--- src/pkg/phy_cfg_pkg.sv ---
// constants for the common and third configuration registers
package phy_cfg_pkg;
  localparam logic [4:0] common_configuration_addr = 5'h1b;
  localparam logic [4:0] port_configuration_three_addr = 5'h1c;
  localparam int reg_w = 16;
  // common configuration field positions
  localparam int clk_src_hi = 13;
  localparam int clk_src_lo = 12;
  localparam int core_regulator_select_bit = 11;
  localparam int clk_drive_reduced_bit = 10;
  localparam int clk_keep_alive_bit = 9;
  localparam int local_wake_filter_time_hi = 8;
  localparam int local_wake_filter_time_lo = 7;
  localparam int wake_ratiometric_bit = 6;
  localparam int inhibit_in_disable_bit = 5;
  // writable bits of common configuration (upper fields belong elsewhere)
  localparam logic [15:0] common_wr_mask = 16'h3fe0;
  // third configuration register field positions
  localparam int line_polarity_swap_bit = 2;
  localparam int force_sleep_bit = 1;
  localparam int port_enable_bit = 0;
  localparam logic [15:0] third_wr_mask = 16'h0005;
  // clock source codes
  localparam logic [1:0] clk_xtal_no_out = 2'h0;
  localparam logic [1:0] clk_xtal_out = 2'h1;
  localparam logic [1:0] clk_ext_in = 2'h2;
  localparam logic [1:0] clk_ref_50 = 2'h3;
  // fixed reset values of non-strapped fields
  localparam logic [15:0] common_fixed_rst = 16'h0000;
  localparam logic [1:0] wake_filter_rst = 2'h0;
  localparam logic wake_ratiometric_rst = 1'b1;
  localparam logic [2:0] wake_filter_sel_w = 3'h0;
  localparam logic [15:0] read_zero = 16'h0000;
endpackage

--- src/hw/phy_common_config_regs.sv ---
// common and third configuration registers of the dual port line device
// Operation
// - source 00: crystal, no clock out; 01: crystal, 25 MHz out
// - source 10: external 25 MHz in; 11: 50 MHz reference, no crystal
// - bit 11 zero enables internal core regulator; one means external
// - bit 10 selects standard (0) or reduced (1) clock drive
// - bit 9 keeps crystal and clock out alive until forced or managed sleep
// - bits 8:7 pick local wake filter time, longest by default
// - bit 6 picks absolute (0) or ratiometric (1) wake threshold
// - bit 5 holds inhibit output on in disable mode when set
// - common register reachable only via port zero; port one reads zero
// - clock source and regulator reset values come from straps
// - bit 2 swaps positive and negative lines on both ports
// - writing one to bit 1 forces system sleep, bit self clears
// - bit 0 enables the port, reset value from strap
// - no latch high status bits exist here, so reads clear nothing
`timescale 1ns/1ps
module phy_common_config_regs
  import phy_cfg_pkg::*;
(
  // clock and reset
  input wire logic clk_sys,
  input wire logic rst,
  // management access, already decoded from the serial frame
  input wire logic mgmt_wr,
  input wire logic mgmt_rd,
  input wire logic mgmt_port_one,
  input wire logic [4:0] mgmt_addr,
  input wire logic [phy_cfg_pkg::reg_w-1:0] mgmt_wdata,
  output logic [phy_cfg_pkg::reg_w-1:0] mgmt_rdata,
  output logic mgmt_rvalid,
  // strap pins
  input wire logic [1:0] strap_clk_src,
  input wire logic strap_core_regulator,
  input wire logic strap_port_enable,
  // device state
  input wire logic port_needs_clock,
  input wire logic disable_mode,
  input wire logic sleep_entered,
  // clock and supply control
  output logic xtal_enable,
  output logic clk_out_enable,
  output logic clk_pin_is_input,
  output logic ref_clk_50_select,
  output logic clk_drive_reduced,
  output logic core_regulator_enable,
  // wake and inhibit control
  output logic [1:0] local_wake_filter_time,
  output logic wake_ratiometric,
  output logic inhibit_output,
  // line and port control
  output logic line_polarity_swap,
  output logic force_sleep_pulse,
  output logic port_enable
);
  // positions of each strap inside the captured vector
  localparam int strap_w = 4;
  localparam int strap_clk_src_hi = 3;
  localparam int strap_clk_src_lo = 2;
  localparam int strap_core_regulator_pos = 1;
  localparam int strap_port_enable_pos = 0;

  logic [strap_w-1:0] strap_val;
  logic strap_done;
  logic strap_done_d_ff;
  logic [15:0] common_ff;
  logic [15:0] third_ff;
  logic force_sleep_ff;
  logic keep_alive_hold_ff;
  logic [15:0] mgmt_rdata_ff;
  logic mgmt_rvalid_ff;
  logic wr_common;
  logic wr_third;
  logic load_strap;
  logic [1:0] clk_src;
  logic [15:0] nxt_rdata;

  strap_capture #(.width(strap_w)) u_strap (
    .clk_sys(clk_sys),
    .rst(rst),
    .strap_in({strap_clk_src, strap_core_regulator, strap_port_enable}),
    .strap_val(strap_val),
    .strap_done(strap_done)
  );

  // port one gets no write path to the common register
  assign wr_common = mgmt_wr && !mgmt_port_one
    && mgmt_addr == common_configuration_addr;
  assign wr_third = mgmt_wr && mgmt_addr == port_configuration_three_addr;
  assign load_strap = strap_done && !strap_done_d_ff;

  always_ff @(posedge clk_sys or posedge rst) begin
    if (rst) begin
      strap_done_d_ff <= 1'b0;
    end else begin
      strap_done_d_ff <= strap_done;
    end
  end

  // common configuration, strapped fields loaded once after reset
  // a write on the strap load edge is dropped, so hosts start one edge later
  always_ff @(posedge clk_sys or posedge rst) begin
    if (rst) begin
      common_ff <= common_fixed_rst;
      common_ff[wake_ratiometric_bit] <= wake_ratiometric_rst;
    end else if (load_strap) begin
      common_ff[clk_src_hi:clk_src_lo] <=
        strap_val[strap_clk_src_hi:strap_clk_src_lo];
      common_ff[core_regulator_select_bit] <=
        strap_val[strap_core_regulator_pos];
    end else if (wr_common) begin
      // reserved and foreign bits are never stored
      common_ff <= mgmt_wdata & common_wr_mask;
    end
  end

  // third configuration: polarity and enable stored, sleep bit not stored
  always_ff @(posedge clk_sys or posedge rst) begin
    if (rst) begin
      third_ff <= read_zero;
    end else if (load_strap) begin
      third_ff[port_enable_bit] <=
        strap_val[strap_port_enable_pos];
    end else if (wr_third) begin
      third_ff <= mgmt_wdata & third_wr_mask;
    end
  end

  // self clearing forced sleep, one cycle command
  // back to back sleep writes stretch the pulse, one cycle per write
  always_ff @(posedge clk_sys or posedge rst) begin
    if (rst) begin
      force_sleep_ff <= 1'b0;
    end else begin
      force_sleep_ff <= wr_third && mgmt_wdata[force_sleep_bit];
    end
  end

  // keep-alive hold drops on a forced sleep pulse or once a managed sleep has been entered
  always_ff @(posedge clk_sys or posedge rst) begin
    if (rst) begin
      keep_alive_hold_ff <= 1'b1;
    end else if (force_sleep_ff || sleep_entered) begin
      keep_alive_hold_ff <= 1'b0;
    end else if (port_needs_clock) begin
      keep_alive_hold_ff <= 1'b1;
    end
  end

  // read mux; port one sees zero for the common register
  always_comb begin
    nxt_rdata = read_zero;
    if (mgmt_addr == common_configuration_addr && !mgmt_port_one) begin
      nxt_rdata = common_ff;
    end else if (mgmt_addr == port_configuration_three_addr) begin
      // sleep bit reads zero since it is never stored in the register
      nxt_rdata = third_ff;
    end
  end

  // read data registered; no latch-high flags live here, so reads clear none
  always_ff @(posedge clk_sys or posedge rst) begin
    if (rst) begin
      mgmt_rdata_ff <= read_zero;
      mgmt_rvalid_ff <= 1'b0;
    end else begin
      mgmt_rvalid_ff <= mgmt_rd;
      if (mgmt_rd) begin
        mgmt_rdata_ff <= nxt_rdata;
      end
    end
  end

  assign mgmt_rdata = mgmt_rdata_ff;
  assign mgmt_rvalid = mgmt_rvalid_ff;
  assign clk_src = common_ff[clk_src_hi:clk_src_lo];

  // clock source decode; keep-alive overrides gating when set, until a sleep drops the hold
  always_comb begin
    xtal_enable = 1'b0;
    clk_out_enable = 1'b0;
    clk_pin_is_input = 1'b0;
    ref_clk_50_select = 1'b0;
    case (clk_src)
      clk_xtal_no_out: begin
        xtal_enable = 1'b1;
      end
      clk_xtal_out: begin
        xtal_enable = 1'b1;
        clk_out_enable = 1'b1;
      end
      clk_ext_in: begin
        clk_pin_is_input = 1'b1;
      end
      clk_ref_50: begin
        ref_clk_50_select = 1'b1;
      end
      default: begin
        xtal_enable = 1'b1;
      end
    endcase
    // gate crystal and clock out when idle unless held alive
    if (!port_needs_clock && !(common_ff[clk_keep_alive_bit]
        && keep_alive_hold_ff)) begin
      xtal_enable = 1'b0;
      clk_out_enable = 1'b0;
    end
  end

  assign clk_drive_reduced = common_ff[clk_drive_reduced_bit];
  assign core_regulator_enable =
    !common_ff[core_regulator_select_bit];
  assign local_wake_filter_time =
    common_ff[local_wake_filter_time_hi:local_wake_filter_time_lo];
  assign wake_ratiometric = common_ff[wake_ratiometric_bit];
  // outside disable mode the inhibit output stays on
  assign inhibit_output = !disable_mode
    || common_ff[inhibit_in_disable_bit];
  assign line_polarity_swap = third_ff[line_polarity_swap_bit];
  assign force_sleep_pulse = force_sleep_ff;
  assign port_enable = third_ff[port_enable_bit];
endmodule

--- src/hw/strap_capture.sv ---
// one-shot capture of strap levels after reset release
`timescale 1ns/1ps
module strap_capture #(
  parameter int width = 4
) (
  // clock and reset
  input wire logic clk_sys,
  input wire logic rst,
  // strap levels and captured copy
  input wire logic [width-1:0] strap_in,
  output logic [width-1:0] strap_val,
  output logic strap_done
);
  logic [width-1:0] val_ff;
  logic done_ff;

  // async reset only loads constants, the strap is caught on the first edge
  always_ff @(posedge clk_sys or posedge rst) begin
    if (rst) begin
      val_ff <= '0;
      done_ff <= 1'b0;
    end else if (!done_ff) begin
      val_ff <= strap_in;
      done_ff <= 1'b1;
    end
  end

  assign strap_val = val_ff;
  assign strap_done = done_ff;
endmodule

--- config.mk ---
export PLATFORM = sky130hd
export DESIGN_NAME = phy_common_config_regs
export DESIGN_NICKNAME = d
export VERILOG_FILES = /design/src/pkg/phy_cfg_pkg.sv /design/src/hw/phy_common_config_regs.sv /design/src/hw/strap_capture.sv
export SDC_FILE = /design/constraint.sdc
export NUM_CORES = 1
export LEC_CHECK = 0
export BUFFER_PORTS_ARGS = -buffer_cell sky130_fd_sc_hd__buf_2
export CORE_MARGIN = 4
export CORE_UTILIZATION = 38
export CTS_BUF_LIST = sky130_fd_sc_hd__clkbuf_8
export CTS_CLUSTER_DIAMETER = 40
export DETAILED_ROUTE_END_ITERATION = 16
export HOLD_SLACK_MARGIN = 0.1
export PLACE_DENSITY = 0.75
export SYNTH_ARGS = -nofsm -noshare
export SYNTH_HDL_FRONTEND = slang
export SYNTH_SLANG_ARGS = --single-unit
--- constraint.sdc ---
create_clock -name clk_sys -period 1.85 [get_ports clk_sys]
set_input_delay 0 -clock clk_sys [delete_from_list [all_inputs] [get_ports clk_sys]]
set_output_delay 0 -clock clk_sys [all_outputs]
set_load 0.03 [all_outputs]
==> results of run 1 <==
-- power groups by stage --
stage	combinational [mW]	clock [mW]	sequential, mW
2_1_floorplan	0.182	0	0.798
3_3_place_gp	0.276	0	0.779
3_5_place_dp	0.278	0	0.781
4_1_cts	0.313	0.548	0.769
5_1_grt	0.339	0.572	0.776
6_report	0.311	0.532	0.767
-- worst min-delay path, cell delays in order --
cell	delay, ns
buf_2	0.10
nor2_1	0.05
nand4_1	0.12
o22ai_1	0.09
-- through the flow --
stage,util,power (mW),std cells
global route,0.576,1.69,253
CTS,0.576,1.63,253
finish,0.576,1.61,253
detailed placement,0.484,1.06,222
floorplan,-,0.980,134
global placement,0.484,1.05,222
-- cell usage after synthesis (all sizes together), types with 2 or more instances --
library cell / instances
o21ai: 3
nand2: 12
nand3: 4
inv: 15
nand4: 4
o22ai: 11
dfstp: 2
mux2: 10
nor2: 6
conb: 2
and4bb: 2
dfrtp: 29
buf: 11
clkbuf: 2
a31oi: 3
and3: 2
o211ai: 2
and2: 2
nand2b: 2
-- area by class of cell --
| cell class | count | area share |
|---|---|---|
| clock buffer | 6 | 0.0413 |
| clock inverter | 2 | 0.00438 |
| inverter | 15 | 0.0282 |
| multi-input combinational | 75 | 0.253 |
| sequential | 31 | 0.389 |
| tap | 46 | 0.0288 |
| timing repair buffer | 78 | 0.255 |
-- worst paths after layout --
path                                 endpoint          startpoint
max                               third_ff[0]        mgmt_addr[2]
max in group asynchronous        common_ff[6]                 rst
min in group asynchronous  u_strap.strap_done                 rst
min                             mgmt_rdata[2]        mgmt_addr[0]
min reg2reg                     common_ff[12]     strap_done_d_ff
max reg2reg                keep_alive_hold_ff  keep_alive_hold_ff
-- flip-flops by register name, indices dropped and copies added (netlist names) --
| name | count |
|---|---|
| keep_alive_hold_ff | 1 |
| strap_done_d_ff | 1 |
| mgmt_rdata | 11 |
| mgmt_rvalid | 1 |
| u_strap.strap_val | 4 |
| third_ff | 2 |
| u_strap.strap_done | 1 |
| common_ff | 9 |
| force_sleep_pulse | 1 |
-- kinds of logic after synthesis --
logic type             after synthesis
and+or+nand+nor                     38
DFF                                 31
buffers and inverters               28
AOI/OAI and AO/OA                   21
muxes                               10
other                                2
-- per-layer routing --
layer  vias to the layer above  global-route usage  routed length, um
met5                         -                   0                  0
met4                         0              0.0456                 50
met3                         6              0.0451                257
met2                        51               0.244               1580
met1                       534               0.185               1390
li1                        580                   -                  -
==> impl_metrics.env, run 1 <==
export IMPL_status="complete, no violations"
export IMPL_fp_dieW_um=69.1
export IMPL_p_per_area_nw_per_um2=805
export IMPL_cts_root_buf="clkbuf_8"
export IMPL_crit_arrival_ns=1.75
export IMPL_cp_buffers_inverters=3
export IMPL_synth_simple_gate_area_frac=0.153
export IMPL_reg2reg_depth=3
export IMPL_vias=1171
export IMPL_slowest_stage="dlygate4sd3_1"
export IMPL_ir_drop_mv=0.582
export IMPL_timing_setup_tns_ns=0
export IMPL_pre_cts_ws_ns=0.568
export IMPL_die_h_um=69.1
export IMPL_ys_seq_elements=31
export IMPL_ys_seq_area_frac=0.549
export IMPL_synth_area_leaders="dfrtp_1 51%, mux2_4 6.4%, o22ai_1 4.9%"
export IMPL_cp_end_kind="register"
export IMPL_cp_start_kind="primary input"
export IMPL_dieArea_um2=4770
export IMPL_power_frac_comb=0.193
export IMPL_post_cts_buffers=0
export IMPL_holdCritPathClass="in2reg"
export IMPL_antenna_found_initial=0
export IMPL_antenna_left=0
export IMPL_cts_buffers=5
export IMPL_coreArea_um2=3470
export IMPL_required_ns=2.05
export IMPL_fmax_mhz=644
export IMPL_p_leak_nw=0.990
export IMPL_multi_input_area_um2=505
export IMPL_cp_depth=6
export IMPL_p_switching_mw=0.451
export IMPL_regArea_um2=778
export IMPL_dpl_hpwl_um=2250
export IMPL_first_iter_violations=68
export IMPL_cp_top_family="buffers and inverters"
export IMPL_synth_top_cell_by_area="dfrtp_1"
export IMPL_drv_slew=0
export IMPL_internal_power_mw=1.16
export IMPL_htree_levels=2
export IMPL_drv_cap=0
export IMPL_vias_per_cell=4.63
export IMPL_crit_fanout=4
export IMPL_wl_per_cell_um=13.0
export IMPL_skew_ns=0.00625
export IMPL_gr_total_overflow=0
export IMPL_pin_count=63
export IMPL_synth_top_family_by_area="simple AND/OR/NAND/NOR gates"
export IMPL_stdcell_area_um2=2000
export IMPL_seqPwrFrac=0.476
export IMPL_cts_buffer_depth=2
export IMPL_fillCellCount=316
export IMPL_synth_fa_ha_area_frac=0
export IMPL_synth_area_mux_share=0.0953
export IMPL_hold_depth=4
export IMPL_mostFrequentLayoutCell="buf_2"
export IMPL_rsz0062_at_grt="false"
export IMPL_ys_warn_count=0
export IMPL_synth_compound_area_frac=0.0927
export IMPL_cpMostUsedCell="dlygate4sd3_1"
export IMPL_cts_tree="built"
export IMPL_core_rowCount=21
export IMPL_nets=239
export IMPL_antenna_cells=0
export IMPL_swShare=0.280
export IMPL_syn_area_um2=1420
export IMPL_synth_main_ff_cell="dfrtp_1"
export IMPL_layout_cells_most_common_list="53 x buf_2, 29 x dfrtp_1, 23 x dlygate4sd3_1"
export IMPL_holdWs_ns=0.124
export IMPL_port_buffers=53
export IMPL_clockPowerShare=0.330
export IMPL_min_period_ns=1.55
export IMPL_hold_viol_final=0
export IMPL_gp_congestion=0.762
export IMPL_clk_pin_slew_ns=0.07
export IMPL_initial_utilization=0.409
export IMPL_netlist_instances=130
export IMPL_clock_sinks=31
export IMPL_ff2ff_setup_slack_ns=0.55
export IMPL_setup_viol=0
export IMPL_crit_chain="dlygate4sd3_1 -> buf_2 -> and4bb_2 -> nand4_1 -> dlygate4sd3_1 -> a31oi_1"
export IMPL_post_route_period_util=0.839
export IMPL_synth_xor_area_share=0
export IMPL_drtPass1Iterations=4
export IMPL_cts_resized=0
export IMPL_synth_avg_cell_area_um2=10.9
export IMPL_postCtsHoldBufs=23
export IMPL_crit_type="in2reg"
export IMPL_critical_path_max_stage_delay_ns=0.57
export IMPL_layout_drive_gt1_share=0.377
export IMPL_ys_async_sr_fraction=1.00
export IMPL_synth_edff_count=0
export IMPL_grt_pass1_vias=1231
export IMPL_wirelength_um=3280
export IMPL_grt_max_degree=32
export IMPL_clock_latency_ns=0.28
export IMPL_grt_pass1_wl_um=5690
export IMPL_synth_top_cell_area_share=0.512
export IMPL_synthDistinctLibCells=29
export IMPL_worst_slack_ns=0.298
export IMPL_post_dp_cell_area_um2=1680
export IMPL_synthToLayoutAreaGrowth_pct=41.0
export IMPL_track_usage=0.148
export IMPL_drc=0
Power figures use the tool's default switching activity.
==> run 2: changes to the inputs <==
==> constraint.sdc (replaced) <==
create_clock -name clk_sys -period 1.5 [get_ports clk_sys]
set_input_delay 0 -clock clk_sys [delete_from_list [all_inputs] [get_ports clk_sys]]
set_output_delay 0 -clock clk_sys [all_outputs]
set_load 0.03 [all_outputs]
==> run 2 against run 1 <==
Net effect: via count is 0.68% lower; cell count rose by 0.40%; final area increased by 1.1%; non-clock buffer count up 1; critical path depth fell by 3; combinational power up 25%; register-to-register slack worse by 0.35 ns; global-route usage is 0.52 points lower; first-iteration DRC count is 31% lower; critical path type is now reg2reg; critical endpoint is now keep_alive_hold_ff.
==> impl_metrics.env, run 2 (synthesized netlist as in run 1, its figures left out) <==
export IMPL_post_route_period_util=0.869
export IMPL_crit_arrival_ns=1.53
export IMPL_layout_drive_gt1_share=0.375
export IMPL_initial_utilization=0.409
export IMPL_mostFrequentLayoutCell="buf_2"
export IMPL_ir_drop_mv=0.623
export IMPL_vias=1163
export IMPL_grt_max_degree=32
export IMPL_drv_slew=0
export IMPL_p_leak_nw=1.00
export IMPL_layout_cells_most_common_list="53 x buf_2, 29 x dfrtp_1, 23 x dlygate4sd3_1"
export IMPL_wl_per_cell_um=12.6
export IMPL_fillCellCount=309
export IMPL_stdcell_area_um2=2020
export IMPL_die_h_um=69.1
export IMPL_p_per_area_nw_per_um2=1040
export IMPL_largest_reg_flops=11
export IMPL_cts_root_buf="clkbuf_8"
export IMPL_setup_viol=0
export IMPL_drc=0
export IMPL_antenna_found_initial=0
export IMPL_pin_count=63
export IMPL_antenna_left=0
export IMPL_crit_type="reg2reg"
export IMPL_core_rowCount=21
export IMPL_crit_fanout=2
export IMPL_postCtsHoldBufs=23
export IMPL_clock_sinks=31
export IMPL_coreArea_um2=3470
export IMPL_fp_dieW_um=69.1
export IMPL_gr_total_overflow=0
export IMPL_grt_pass1_wl_um=5440
export IMPL_cts_buffer_depth=2
export IMPL_cts_buffers=5
export IMPL_cp_start_kind="register"
export IMPL_status="complete, no violations"
export IMPL_fmax_mhz=767
export IMPL_vias_per_cell=4.58
export IMPL_dieArea_um2=4770
export IMPL_clock_latency_ns=0.28
export IMPL_slowest_stage="dlygate4sd3_1"
export IMPL_crit_chain="nor2_1 -> nor3_1 -> dlygate4sd3_1"
export IMPL_port_buffers=53
export IMPL_antenna_cells=0
export IMPL_hold_viol_final=0
export IMPL_nets=240
export IMPL_first_iter_violations=47
export IMPL_htree_levels=2
export IMPL_skew_ns=0.00542
export IMPL_holdCritPathClass="in2reg"
export IMPL_finalNonFillerCells=254
export IMPL_cp_end_kind="register"
export IMPL_grt_pass1_vias=1135
export IMPL_post_dp_cell_area_um2=1690
export IMPL_rsz0062_at_grt="false"
export IMPL_drtPass1Iterations=4
export IMPL_timing_setup_tns_ns=0
export IMPL_required_ns=1.72
export IMPL_clk_pin_slew_ns=0.06
export IMPL_cts_resized=0
export IMPL_drv_cap=0
export IMPL_gp_congestion=0.769
export IMPL_critical_path_max_stage_delay_ns=0.56
export IMPL_post_cts_buffers=0
export IMPL_wirelength_um=3210
export IMPL_cts_tree="built"
export IMPL_dp_cells=223
export IMPL_track_usage=0.142
export IMPL_synthToLayoutAreaGrowth_pct=42.6
export IMPL_min_period_ns=1.30
## run 2: report_power, final
group | switching [mW] | internal (mW)
Clock | 0.290 | 0.482
Sequential | 0.0451 | 0.898
Combinational | 0.220 | 0.171
## run 2: layout make-up
| cell class | instances | area, um2 | share of cell area |
|---|---|---|---|
| repair buffers | 79 | 518 | 0.256 |
| clock buffers | 5 | 68.8 | 0.0340 |
| flip-flops and latches | 31 | 778 | 0.385 |
| multi-input cells | 75 | 505 | 0.250 |
| inverters | 15 | 56.3 | 0.0278 |
| well taps | 46 | 57.6 | 0.0285 |
| clock inverters | 3 | 37.5 | 0.0186 |
## run 2: critical path: cells and delay by family, from the launching register on
kind,cells,cell delay [ns]
flip-flops,1,0.53
buffers and inverters,1,0.56
AND/OR/NAND/NOR,2,0.16
## run 2: path summary, 6_finish.rpt
path / start / endpoint / slack [ns] / depth (start not counted)
hold / removal: mgmt_addr[0] / mgmt_rdata[0] / 0.12 / 4
setup / recovery: keep_alive_hold_ff / keep_alive_hold_ff / 0.20 / 3
setup reg to reg: keep_alive_hold_ff / keep_alive_hold_ff / 0.20 / 3
min in group asynchronous: rst / u_strap.strap_val[2] / 0.33 / 4
hold reg to reg: u_strap.strap_val[2] / u_strap.strap_val[2] / 0.48 / 2
max in group asynchronous: rst / common_ff[6] / 0.85 / 4
## run 2: metal layers
layer,vias to the layer above,track usage,routed length (um)
met5,-,0,0
met4,0,0.0586,65
met1,525,0.181,1410
met3,5,0.0509,255
li1,580,-,-
met2,53,0.219,1480
## run 2: per-stage QoR
step | hold WS [ns] | total power [mW] | setup slack (ns) | util
after global placement | 0.0951 | 1.30 | 0.321 | 0.486
after detailed placement | 0.0947 | 1.31 | 0.286 | 0.486
final | 0.119 | 2.11 | 0.197 | 0.583
after global routing | 0.164 | 2.21 | 0.109 | 0.583
after floorplan | 0.0314 | 1.21 | 0.125 | -
after CTS | 0.100 | 2.13 | 0.200 | 0.583
